**config.mk**
```make
export PLATFORM = sky130hd
export DESIGN_NAME = wms_top
export DESIGN_NICKNAME = d
export VERILOG_FILES = /design/src/rtl/wms_pkg.sv /design/src/rtl/wms_period_counter.sv /design/src/rtl/wms_top.sv
export VERILOG_INCLUDE_DIRS = /design/src /design/src/rtl
export SDC_FILE = /design/constraint.sdc
export NUM_CORES = 1
export LEC_CHECK = 0
export ABC_AREA = 1
export BUFFER_PORTS_ARGS = -buffer_cell sky130_fd_sc_hd__buf_2
export CELL_PAD_IN_SITES_DETAIL_PLACEMENT = 1
export CELL_PAD_IN_SITES_GLOBAL_PLACEMENT = 1
export CORE_UTILIZATION = 30
export DETAILED_ROUTE_END_ITERATION = 6
export PLACE_DENSITY = 0.67
export SETUP_SLACK_MARGIN = 0.02
export SYNTH_ARGS = -nofsm -noshare
export SYNTH_HDL_FRONTEND = slang
export SYNTH_HIERARCHICAL = 1
export SYNTH_SLANG_ARGS = --single-unit
```
**constraint.sdc**
```tcl
create_clock -name clk_i -period 4.17 [get_ports clk_i]
set_input_delay 0.834 -clock clk_i [delete_from_list [all_inputs] [get_ports clk_i]]
set_output_delay 0.834 -clock clk_i [all_outputs]
set_load 0.05 [all_outputs]
```
**src/rtl/wms_defines.svh**
```systemverilog
/*
 timing constants and widths for the wake monitor sequencer.
 assumes a 200 MHz core clock (5 ns period).
*/
`ifndef WMS_DEFINES_SVH
`define WMS_DEFINES_SVH
`define WMS_CLK_PERIOD_PS 5000
`define WMS_ARM_TIME_NS 500
`define WMS_ARM_CYC ((`WMS_ARM_TIME_NS * 1000 + `WMS_CLK_PERIOD_PS - 1) / `WMS_CLK_PERIOD_PS)
`define WMS_DISABLE_TIME_US 177
`define WMS_DISABLE_CYC ((`WMS_DISABLE_TIME_US * 1000000 + `WMS_CLK_PERIOD_PS - 1) / `WMS_CLK_PERIOD_PS)
`define WMS_ENABLE_TIME_US 57
`define WMS_ENABLE_CYC ((`WMS_ENABLE_TIME_US * 1000000) / `WMS_CLK_PERIOD_PS)
`define WMS_LONG_COUNT 63
`define WMS_SHORT_COUNT 32
`define WMS_PULSE_TIME_NS 1000
`define WMS_PULSE_CYC ((`WMS_PULSE_TIME_NS * 1000) / `WMS_CLK_PERIOD_PS)
`define WMS_REPEAT_HZ 33000
`define WMS_REPEAT_CYC ((1000000000 / `WMS_REPEAT_HZ) * 1000 / `WMS_CLK_PERIOD_PS)
`define WMS_SAMPLE_W 12
`define WMS_DETECT_CNT_W 16
`define WMS_DROOP_NUM 97
`define WMS_DROOP_DEN 100
`endif

```
**src/rtl/wms_pkg.sv**
```systemverilog
/*
 types shared by the wake monitor sequencer.
 assumes nothing beyond a sv compiler.
*/
package wms_pkg;
    typedef enum logic [1:0] {
        WMS_LISTEN = 2'b00, // wake line as input
        WMS_PULSE = 2'b01, // driving a wake pulse
        WMS_GAP = 2'b10 // waiting between pulses
    } wms_wake_e;
endpackage

```
**src/rtl/wms_period_counter.sv**
```systemverilog
/*
 saturating cycle counter with a threshold compare.
 assumes clear comes from the same clock domain.
*/
`timescale 1ns/1ps
`default_nettype none
module wms_period_counter #(
    parameter int W = 20,
    parameter logic [W-1:0] LIMIT = '1
) (
    input wire logic clk_i, // core clock
    input wire logic rst_i, // sync reset
    input wire logic clear_i, // restart count
    output logic reached_o // count at or beyond limit
);
    logic [W-1:0] cnt_r;

    // saturation keeps a very long gap from wrapping into a short one
    always_ff @(posedge clk_i) begin
        if (rst_i || clear_i) begin
            cnt_r <= '0;
        end else if (cnt_r != '1) begin
            cnt_r <= cnt_r + 1'b1;
        end
    end

    assign reached_o = (cnt_r >= LIMIT);
endmodule
`default_nettype wire

```
**src/rtl/wms_top.sv**
```systemverilog
/*
 wake monitor sequencer: power cycle detect, droop-triggered wake pulses,
 secondary enable from switching period counts.
 assumes rst_i is the undervoltage lockout, wake_low_i, droop inputs and
 test_neg_i come from analog comparators and an adc outside this clock domain.
*/
// Operation
// [RL1] enable output released while switching is frequent
// [RL2] pull enable low after 63 consecutive periods above disable threshold
// [RL3] release enable after 32 cumulative periods below enable threshold
// [RL4] arm detect only after wake line low beyond 500 ns
// [RL5] armed rising edge gives one detect pulse: osc reset, count, sample
// [RL6] enter wake output mode when supply reaches 97 percent of sample
// [RL7] drive 1 us pulses at 33 kHz until a power cycle is detected
// [RL8] negative voltage on enable pin enters test mode
// [RL9] partner keeps detected cycles no more than 40 ms apart
// [RL10] everything idle while undervoltage lockout holds
// [RL11] period is detect-to-detect; short period restarts long count
`timescale 1ns/1ps
`include "wms_defines.svh"
`default_nettype none
module wms_top #(
    parameter int LONG_COUNT = `WMS_LONG_COUNT,
    parameter int SHORT_COUNT = `WMS_SHORT_COUNT,
    parameter int DISABLE_CYC = `WMS_DISABLE_CYC,
    parameter int ENABLE_CYC = `WMS_ENABLE_CYC,
    parameter int REPEAT_CYC = `WMS_REPEAT_CYC
) (
    input wire logic clk_i, // internal oscillator
    input wire logic rst_i, // undervoltage lockout, high
    input wire logic wake_low_i, // wake line below detect threshold
    input wire logic [`WMS_SAMPLE_W-1:0] supply_i, // supply level code
    input wire logic test_neg_i, // enable pin below ground
    output logic wake_drive_o, // wake current switch on
    output logic wake_oe_o, // wake line in output mode
    output logic secondary_enable_out_o, // enable pin level (always 0)
    output logic secondary_enable_oe_o, // enable pin pulled low
    output logic power_cycle_detect_o, // one-cycle detect pulse
    output logic [`WMS_DETECT_CNT_W-1:0] detect_count_o, // detect counter
    output logic [`WMS_SAMPLE_W-1:0] sample_o, // stored supply sample
    output logic test_mode_o // manufacturing test mode
);
    localparam int ARM_CYC = `WMS_ARM_CYC;
    localparam int PULSE_CYC = `WMS_PULSE_CYC;

    logic wl_s1_r, wl_s2_r, tn_s1_r, tn_s2_r;
    logic [`WMS_SAMPLE_W-1:0] sup_s1_r, sup_s2_r;
    logic [7:0] low_cnt_r;
    logic armed_r, detect_r;
    logic [`WMS_DETECT_CNT_W-1:0] detect_cnt_r;
    logic [`WMS_SAMPLE_W-1:0] sample_r;
    logic sample_valid_r;
    logic droop;
    wms_pkg::wms_wake_e wake_st_r;
    logic [15:0] osc_cnt_r;
    logic long_seen, short_seen;
    logic [6:0] long_cnt_r;
    logic [5:0] short_cnt_r;
    logic sec_low_r;
    logic test_r;

    // two-stage synchronisers on analog comparator and adc inputs
    always_ff @(posedge clk_i) begin
        if (rst_i) begin
            wl_s1_r <= 1'b0;
            wl_s2_r <= 1'b0;
            tn_s1_r <= 1'b0;
            tn_s2_r <= 1'b0;
            sup_s1_r <= '0;
            sup_s2_r <= '0;
        end else begin
            wl_s1_r <= wake_low_i;
            wl_s2_r <= wl_s1_r;
            tn_s1_r <= test_neg_i;
            tn_s2_r <= tn_s1_r;
            sup_s1_r <= supply_i;
            sup_s2_r <= sup_s1_r;
        end
    end

    // low-time qualifier; ignored while we drive the line ourselves
    always_ff @(posedge clk_i) begin
        if (rst_i) begin
            low_cnt_r <= '0;
            armed_r <= 1'b0;
        end else if (!wl_s2_r || wake_oe_o) begin
            low_cnt_r <= '0;
            if (!wl_s2_r && armed_r) begin
                armed_r <= 1'b0; // RL5
            end
        end else begin
            if (low_cnt_r < 8'(ARM_CYC)) begin
                low_cnt_r <= low_cnt_r + 8'h01;
            end else begin
                armed_r <= 1'b1; // RL4
            end
        end
    end

    // detect pulse on rising edge while armed
    always_ff @(posedge clk_i) begin
        if (rst_i) begin
            detect_r <= 1'b0;
        end else begin
            detect_r <= armed_r && !wl_s2_r; // RL5
        end
    end

    // detect counter and supply sample
    always_ff @(posedge clk_i) begin
        if (rst_i) begin
            detect_cnt_r <= '0;
            sample_r <= '0;
            sample_valid_r <= 1'b0;
        end else if (detect_r) begin
            detect_cnt_r <= detect_cnt_r + 1'b1; // RL5
            sample_r <= sup_s2_r; // RL5
            sample_valid_r <= 1'b1;
        end
    end

    // droop compare; the 40 ms spacing keeps the sample fresh [RL9]
    assign droop = sample_valid_r && !test_r &&
        (32'(sup_s2_r) * `WMS_DROOP_DEN <= 32'(sample_r) * `WMS_DROOP_NUM); // RL6

    // oscillator phase counter, reset by each detect pulse
    always_ff @(posedge clk_i) begin
        if (rst_i || detect_r) begin
            osc_cnt_r <= '0; // RL5
        end else if (wake_st_r == wms_pkg::WMS_LISTEN) begin
            osc_cnt_r <= '0;
        end else if (osc_cnt_r >= 16'(REPEAT_CYC - 1)) begin
            osc_cnt_r <= '0;
        end else begin
            osc_cnt_r <= osc_cnt_r + 16'h0001;
        end
    end

    // wake output sequencer
    always_ff @(posedge clk_i) begin
        if (rst_i) begin
            wake_st_r <= wms_pkg::WMS_LISTEN; // RL10
        end else if (detect_r) begin
            wake_st_r <= wms_pkg::WMS_LISTEN; // RL7
        end else begin
            case (wake_st_r)
                wms_pkg::WMS_LISTEN: begin
                    if (droop) begin
                        wake_st_r <= wms_pkg::WMS_PULSE; // RL6
                    end
                end
                wms_pkg::WMS_PULSE: begin
                    if (osc_cnt_r >= 16'(PULSE_CYC - 1)) begin
                        wake_st_r <= wms_pkg::WMS_GAP; // RL7
                    end
                end
                wms_pkg::WMS_GAP: begin
                    if (osc_cnt_r >= 16'(REPEAT_CYC - 1)) begin
                        wake_st_r <= wms_pkg::WMS_PULSE; // RL7
                    end
                end
                default: begin
                    wake_st_r <= wms_pkg::WMS_LISTEN;
                end
            endcase
        end
    end

    // the pin listens for power cycles in WMS_LISTEN and between pulses; it drives only in WMS_PULSE
    assign wake_oe_o = (wake_st_r == wms_pkg::WMS_PULSE);
    assign wake_drive_o = wake_oe_o;

    // switching period timers, detect to detect
    wms_period_counter #(.W(20), .LIMIT(20'(DISABLE_CYC))) u_disable (
        .clk_i(clk_i),
        .rst_i(rst_i),
        .clear_i(detect_r), // RL11
        .reached_o(long_seen)
    );
    // limit one below the threshold: a period of exactly the threshold is not short
    wms_period_counter #(.W(20), .LIMIT(20'(ENABLE_CYC - 1))) u_enable (
        .clk_i(clk_i),
        .rst_i(rst_i),
        .clear_i(detect_r),
        .reached_o(short_seen)
    );

    // enable output counts; periods judged at each detect pulse outside test mode
    always_ff @(posedge clk_i) begin
        if (rst_i) begin
            long_cnt_r <= '0;
            short_cnt_r <= '0;
            sec_low_r <= 1'b0; // RL1
        end else if (detect_r && !test_r) begin
            if (long_seen) begin
                long_cnt_r <= (long_cnt_r < 7'(LONG_COUNT)) ? long_cnt_r + 7'h01 : long_cnt_r;
                if (long_cnt_r + 7'h01 >= 7'(LONG_COUNT)) begin
                    sec_low_r <= 1'b1; // RL2
                    short_cnt_r <= '0;
                end
            end else begin
                long_cnt_r <= '0; // RL11
            end
            if (!short_seen && sec_low_r) begin
                if (short_cnt_r + 6'h01 >= 6'(SHORT_COUNT)) begin
                    sec_low_r <= 1'b0; // RL3
                    short_cnt_r <= '0;
                end else begin
                    short_cnt_r <= short_cnt_r + 6'h01; // RL3
                end
            end
        end
    end

    // test mode follows the enable pin polarity sense
    always_ff @(posedge clk_i) begin
        if (rst_i) begin
            test_r <= 1'b0;
        end else begin
            test_r <= tn_s2_r; // RL8
        end
    end

    assign secondary_enable_out_o = 1'b0;
    assign secondary_enable_oe_o = sec_low_r;
    assign power_cycle_detect_o = detect_r;
    assign detect_count_o = detect_cnt_r;
    assign sample_o = sample_r;
    assign test_mode_o = test_r;

    // checks
    a_pulse_single: assert property (@(posedge clk_i) disable iff (rst_i)
        detect_r |=> !detect_r) else $error("detect pulse longer than one cycle"); // RL5
    a_pulse_count: assert property (@(posedge clk_i) disable iff (rst_i)
        detect_r |=> detect_cnt_r == $past(detect_cnt_r) + 1'b1) else $error("detect count not advanced"); // RL5
    a_arm_needs_low: assert property (@(posedge clk_i) disable iff (rst_i)
        $rose(armed_r) |-> $past(wl_s2_r, 1) && low_cnt_r >= 8'(ARM_CYC)) else $error("armed too early"); // RL4
    a_droop_wakes: assert property (@(posedge clk_i) disable iff (rst_i)
        (wake_st_r == wms_pkg::WMS_LISTEN && droop && !detect_r) |=> wake_oe_o) else $error("droop ignored"); // RL6
    a_pulse_width: assert property (@(posedge clk_i) disable iff (rst_i)
        $rose(wake_oe_o) && osc_cnt_r == 16'h0000 |-> wake_oe_o [*2]) else $error("wake pulse too short"); // RL7
    a_stop_on_pcd: assert property (@(posedge clk_i) disable iff (rst_i)
        detect_r |=> wake_st_r == wms_pkg::WMS_LISTEN) else $error("wake repeat not stopped"); // RL7
    a_sec_release: assert property (@(posedge clk_i) disable iff (rst_i)
        $fell(sec_low_r) |-> $past(short_cnt_r) == 6'(SHORT_COUNT - 1)) else $error("enable released early"); // RL3
    a_sec_pull: assert property (@(posedge clk_i) disable iff (rst_i)
        $rose(sec_low_r) |-> $past(long_cnt_r) >= 7'(LONG_COUNT - 1)) else $error("enable pulled early"); // RL2
    a_test_mode: assert property (@(posedge clk_i) disable iff (rst_i)
        tn_s2_r |=> test_r) else $error("test mode missed"); // RL8
    c_detect: cover property (@(posedge clk_i) disable iff (rst_i) detect_r);
    c_wake: cover property (@(posedge clk_i) disable iff (rst_i) $rose(wake_oe_o));
    c_sec_low: cover property (@(posedge clk_i) disable iff (rst_i) $rose(sec_low_r));
    c_sec_rel: cover property (@(posedge clk_i) disable iff (rst_i) $fell(sec_low_r));
endmodule
`default_nettype wire
```
# [After elaboration in Yosys (flattened, before gate mapping)]
# Cells that the tools add are included.
[totals] wordCells=85 inputBits=16 output_inout_bits=34 register_bits=140
[classes] order_cmp=9 eq_ne=10 muxes=17 n_reduce_logical=20 multipliers=2 n_addsub=7
[ops] operator="$add 20x1->20 const B" count=2
[ops] operator="$ne 20x20->1 const B" count=2
[ops] operator="$add 16x1->16 const B" count=2
[ops] operator="$mux 6" count=4
[ops] operator="$ge 20x14->1 const B" count=1
[ops] operator="$ge 20x16->1 const B" count=1
[ops] operator="$le 19x19->1" count=1
[ops] operator="$mul 12x7->19 const B" count=1
[ops] operator="$mul 12x5->17 const B" count=1
[ops] operator="$ge 16x13->1 const B" count=1
[ops] operator="$ge 16x8->1 const B" count=1
[ops] operator="$mux 7" count=2
[ops] operator="$add 8x1->8 const B" count=1
[ops] operator="$lt 8x7->1 const B" count=1
[ops] operator="$add 7x1->7 const B" count=1
[ops] operator="$ge 7x6->1 const B" count=1
[ops] operator="$lt 7x6->1 const B" count=1
[ops] operator="$mux 1" count=7
[ops] operator="$add 6x1->6 const B" count=1
[ops] operator="$ge 6x6->1 const B" count=1
[ops] operator="$mux 2" count=3
[ops] operator="$ne 2x1->1 const B" count=3
[ops] operator="$ne 2x2->1 const B" count=3
[ops] operator="$pmux 2 s3" count=1
[ops] operator="11 further kinds" count=22

# [Longest topological paths before layout]
[logic_depth] ltp_word=6 mapped_depth=25 ltp_nobuf=25

# [Cells and area by module]
# Netlist, hierarchy kept.
[by_module_without_submodules] module="wms_top" n_inst=1 cells_each=868 area_each_um2=6708.9
[by_module_without_submodules] module="wms_period_counter (u_disable)" n_inst=1 cells_each=198 area_each_um2=1266.2
[by_module_without_submodules] module="wms_period_counter (u_enable)" n_inst=1 cells_each=181 area_each_um2=1184.9

# [Least setup slack after synthesis]
# No wires, ideal clock.
[synth_timing] path_type="register to register" start="register sample_r[5], in the netlist sample_o[5]" end="register wake_st_r[0]" required_time_ns=4.051 t_arrival_ns=3.988 path_slack_ns=0.063 synth_period_minus_slack_ns=4.107 n_path_buf=0 setup_ns=0.119 path_stages_with_launch=23 cell_sequence="dfxtp_1 > ha_1 > ha_1 > ha_1 > inv_1 > fa_1 > inv_1 > ha_1 > a21oi_1 > o21ai_0 > a21oi_1 > o21ai_0 > xnor2_1 > ha_1 > nand2_1 > nor2_1 > nand2_1 > nor2_1 > o21ai_0 > nand3_1 > nand2_1 > nand2_1 > a21oi_1"
[synth_via] elab_chain_len=5
[synth_lines] item="start: declaration" line_no="wms_top.sv:51" source="logic [`WMS_SAMPLE_W-1:0] sample_r;"
[synth_lines] item="start signal: assignment" line_no="wms_top.sv:117" source="sample_r <= sup_s2_r;"
[synth_lines] item="$mul 12x7->19 (no line)"
[synth_lines] item="$le 19x19->1 (no line)"
[synth_lines] item="$logic_and 1x1->1" line_no="wms_top.sv:123" source="assign droop = sample_valid_r && !test_r &&"
[synth_lines] item="$ne 2x2->1 (no line)"
[synth_lines] item="$reduce_and 3->1 (no line)"
[synth_lines] item="end signal: assignment" line_no="wms_top.sv:142" source="wake_st_r <= wms_pkg::WMS_LISTEN;"
[synth_lines] item="end signal: assignment" line_no="wms_top.sv:144" source="wake_st_r <= wms_pkg::WMS_LISTEN;"
[synth_lines] item="end signal: assignment" line_no="wms_top.sv:149" source="wake_st_r <= wms_pkg::WMS_PULSE;"
[synth_lines] item="end: declaration" line_no="wms_top.sv:54" source="wms_pkg::wms_wake_e wake_st_r;"
# No other way between the ends.
# A chain may end at the register's enable or synchronous reset.

# [Worst setup path in the final report]
[layout_timing] start="register sample_r[4], in the netlist sample_o[4]" end="register wake_st_r[0]"
# Same word-level chain as after synthesis.

==> summary.md <==
| Metric | Value |
|---|---|
| Worst Setup SP | `sample_o[4]$_SDFFE_PP0P_` |
| Die area | `31200 um^2` |
| Vias in the first global route | `8325` |
| Worst Max-Slew Pin Slew | `0.847 ns` |
| Wirelength, routed | `23400 um` |
| Max-slew violation count | `0` |
| First-pass GRT wire length | `39800 um` |
| GR Overflow Total | `0` |
| Worst Path Max Fanout | `4` |
| Final setup vio count | `0` |
| Hold WC Path Type | `flip-flop to flip-flop` |
| RSZ-0062 raised after global routing | `false` |
| Reg2reg setup slack | `0.26 ns` |
| Final clock skew | `0.0122 ns` |
| Remaining DRCs | `0` |
| Netlist cell types | `44` |
| WP data arrival | `4.27 ns` |
| Worst EP required | `4.53 ns` |
| Hold worst-path end | `tn_s2_r$_SDFF_PP0_` |
| Routability cong. | `0.837` |
| Post-Syn Area | `9160 um^2` |
| ANT nets after route | `0` |
| Slew Limit Headroom | `43.4%` |
| Clock sinks | `140` |
| Clock buffer depth | `2` |
| Hold Crit Start | `tn_s1_r$_SDFF_PP0_` |
| Core area | `29900 um^2` |
| FILL cells | `3715` |
| # rows | `63` |
| Synthesis-to-finish area growth | `15.7%` |
| Crit Path Class | `flip-flop to flip-flop` |
| Synthesized instance count | `1247` |
| Initial antenna violation count | `0` |
| Via total after detailed routing | `8010` |
| Crit Reg-Reg Startpoint | `sample_o[4]$_SDFFE_PP0P_` |
| Clk Tree Root Cell | `clkbuf_16` |
| Area after DPL | `9840 um^2` |
| Die Y | `177 um` |
| Layout cell share with drive strength beyond 1 | `13.6%` |
| Cell count of the worst hold path | `2` |
| Compound-Gate Fraction of Synth Area | `9.52%` |
| R2R Path End | `wake_st_r[0]$_SDFFE_PP0P_` |
| Total of max-cap violations | `0` |
| Tcrit/Tclk final | `93.7%` |
| Dominant combinational cell family by area after synthesis | `simple AND/OR/NAND/NOR gates` |
| PnR Total Power | `3.13 mW` |
| NumNets Final | `1455` |
| DRT Pass-1 Iters | `4` |
| Mux cell area share after synthesis | `0%` |
| Htree depth | `4` |
| LEAKAGE | `4.90 nW` |
| Post-synthesis simple-gate area fraction | `26.9%` |
| CP Capture Type | `flip-flop` |
| Synth top area share | `30.6%` |
| CTS tree | `built` |
| Adder-cell share of the synthesized area | `18.8%` |
| #FFs+latches synth | `140` |
| Minimum clock period | `3.91 ns` |
| IO Port Bufs | `48` |
| Hold bufs inserted after CTS | `0` |
| Clk_lat worst skew | `0.43 ns` |
| Warnings, synthesis | `6` |
| Total area of sequential cells | `2810 um^2` |
| VDD IR max | `0.000241 V` |
| CP Launch Type | `flip-flop` |
| Pin count of the biggest net entering global routing | `27` |
| Fin area | `10600 um^2` |
| XOR/XNOR Fraction of Synth Area | `4.69%` |
| Worst reg2reg path depth | `22` |
| Routed len/inst | `13.7 um` |
| GRT Total Usage | `15.8%` |
| CTS clk-pin slew, worst paths | `0.07 ns` |
| Initial Util | `30.7%` |
| Register area share after synthesis | `30.6%` |
| Die span in x | `177 um` |
| Setup ws final | `0.262 ns` |
| Ant. Diodes | `0` |
| TNS Setup | `0 ns` |
| Post-Syn Area per Cell | `7.35 um^2` |
| Leading post-synthesis cells by cell area | `dfxtp_1 (31%), ha_1 (16%), nand2_1 (8.5%)` |
| Area occupied by multi-input gates | `5650 um^2` |
| Endpoints failing hold | `0` |
| Io pins | `50` |
| Setup WS pre-CTS | `0.00390 ns` |
| Power density over cell area | `295 nW/um^2` |
| Total CTS buffers | `17` |
| Synth area leader | `dfxtp_1` |
| DP Wirelength | `18100 um` |
| Initial DRC Count | `245` |
| Vias per cell | `4.68` |
| Outcome | `complete, no violations` |
| F_max | `0.256 GHz` |
## Yosys cell counts (all sizes together)
cell type / count
a21o: 2
buf: 10
o21a: 4
nand3b: 7
a211oi: 3
xnor2: 23
o22ai: 1
a21oi: 88
nor3: 21
nand3: 77
inv: 198
clkbuf: 11
o2111ai: 1
dfxtp: 140
xor2: 26
o21ai: 48
or2: 2
and2: 1
ha: 120
nor2: 190
conb: 1
o211ai: 2
nand2: 220
nor4: 1
and3: 1
a31oi: 8
o31ai: 1
nand4: 21
nor3b: 4
o21bai: 4
fa: 11
## cell type report
cell class              instances  area share (%)
well taps                     390            4.60
clock inverters                14            1.40
clock buffers                  18            4.05
repair buffers                 60            3.12
multi-input cells             891            53.3
inverters                     198            7.01
flip-flops and latches        140            26.5
## per-layer routing
metal	global-route usage (%)	wire length [um]	share of wire, %	vias to the layer above
li1	-	-	-	4147
met1	19.8	11300	48	3773
met2	28.1	11400	49	72
met3	2.45	426	1.8	18
met4	4.06	280	1.2	0
met5	0	0	0	-
## sequential cells by signal (all words and copies together) (netlist names), 2 cells and up
name             count
u_disable/cnt_r     20
u_enable/cnt_r      20
detect_count_o      16
osc_cnt_r           16
sample_o            12
sup_s1_r            12
sup_s2_r            12
low_cnt_r            8
long_cnt_r           7
short_cnt_r          6
wake_st_r            2
## cell usage in the layout, fill, tap and decap left out, types with 7 or more instances in the layout
cell type	n
nor2_1	170
a21oi_1	79
ha_1	114
a31oi_1	7
inv_1	192
dfxtp_1	133
o21ai_0	42
nand4_1	20
nor3_1	17
nor2_2	16
fa_1	11
nand3_2	9
nand2_1	203
nand3b_1	7
xnor2_1	22
buf_4	12
nand2_2	17
clkbuf_16	17
a21oi_2	9
xor2_1	26
nand3_1	68
buf_2	48
## worst max-delay path: stages (launching register included)
cell,delay (ns)
dfxtp_4,0.37
ha_4,0.24
ha_1,0.29
ha_1,0.30
fa_1,0.55
ha_4,0.24
a21oi_2,0.12
nand2_1,0.08
nand4_1,0.08
o211ai_1,0.08
buf_4,0.15
buf_4,0.13
xnor2_2,0.13
ha_1,0.29
nand2_1,0.09
inv_1,0.04
nand2_1,0.05
nand2_1,0.05
a21oi_2,0.20
nand3_1,0.12
nand2_1,0.07
nand2_1,0.05
a21oi_1,0.10
## how the worst max path moves through the flow
stage	end	cells past startpoint
4_1_cts	wake_st_r[0]$_SDFFE_PP0P_	22
2_1_floorplan	wake_st_r[0]$_SDFFE_PP0P_	22
5_1_grt	wake_st_r[0]$_SDFFE_PP0P_	20
3_3_place_gp	wake_st_r[0]$_SDFFE_PP0P_	23
6_report	wake_st_r[0]$_SDFFE_PP0P_	22
3_5_place_dp	wake_st_r[0]$_SDFFE_PP0P_	23
## through the flow
step,cells,hold slack (ns),utilization (%)
global placement,1676,0.393,32.9
CTS,1708,0.409,34.9
floorplan,1250,0.388,-
detailed placement,1676,0.398,32.9
finish,1711,0.406,35.5
global route,1711,0.427,35.5
## power breakdown
part	total [mW]	internal (mW)	switching [mW]
combinational	0.231	0.0887	0.143
clock	1.53	0.845	0.682
sequential	1.37	1.36	0.0169
## kinds of logic (layout without fill, tap and decap cells)
kind of cell	Yosys count	count (layout)
and+or+nand+nor	545	545
buffers and inverters	219	290
AOI/OAI and AO/OA	162	162
DFF	140	140
adders and majority gates	131	131
xor gates and xnor gates	49	49
other	1	4
## what timing repair did
item | 4_1_cts | 5_1_grt
setup buffers | 0 | 3
resized for setup | 2 | 40
pin swaps | 0 | 11
setup endpoints to repair | 1 | 1
Note: power is estimated with default switching activity, not from simulation.
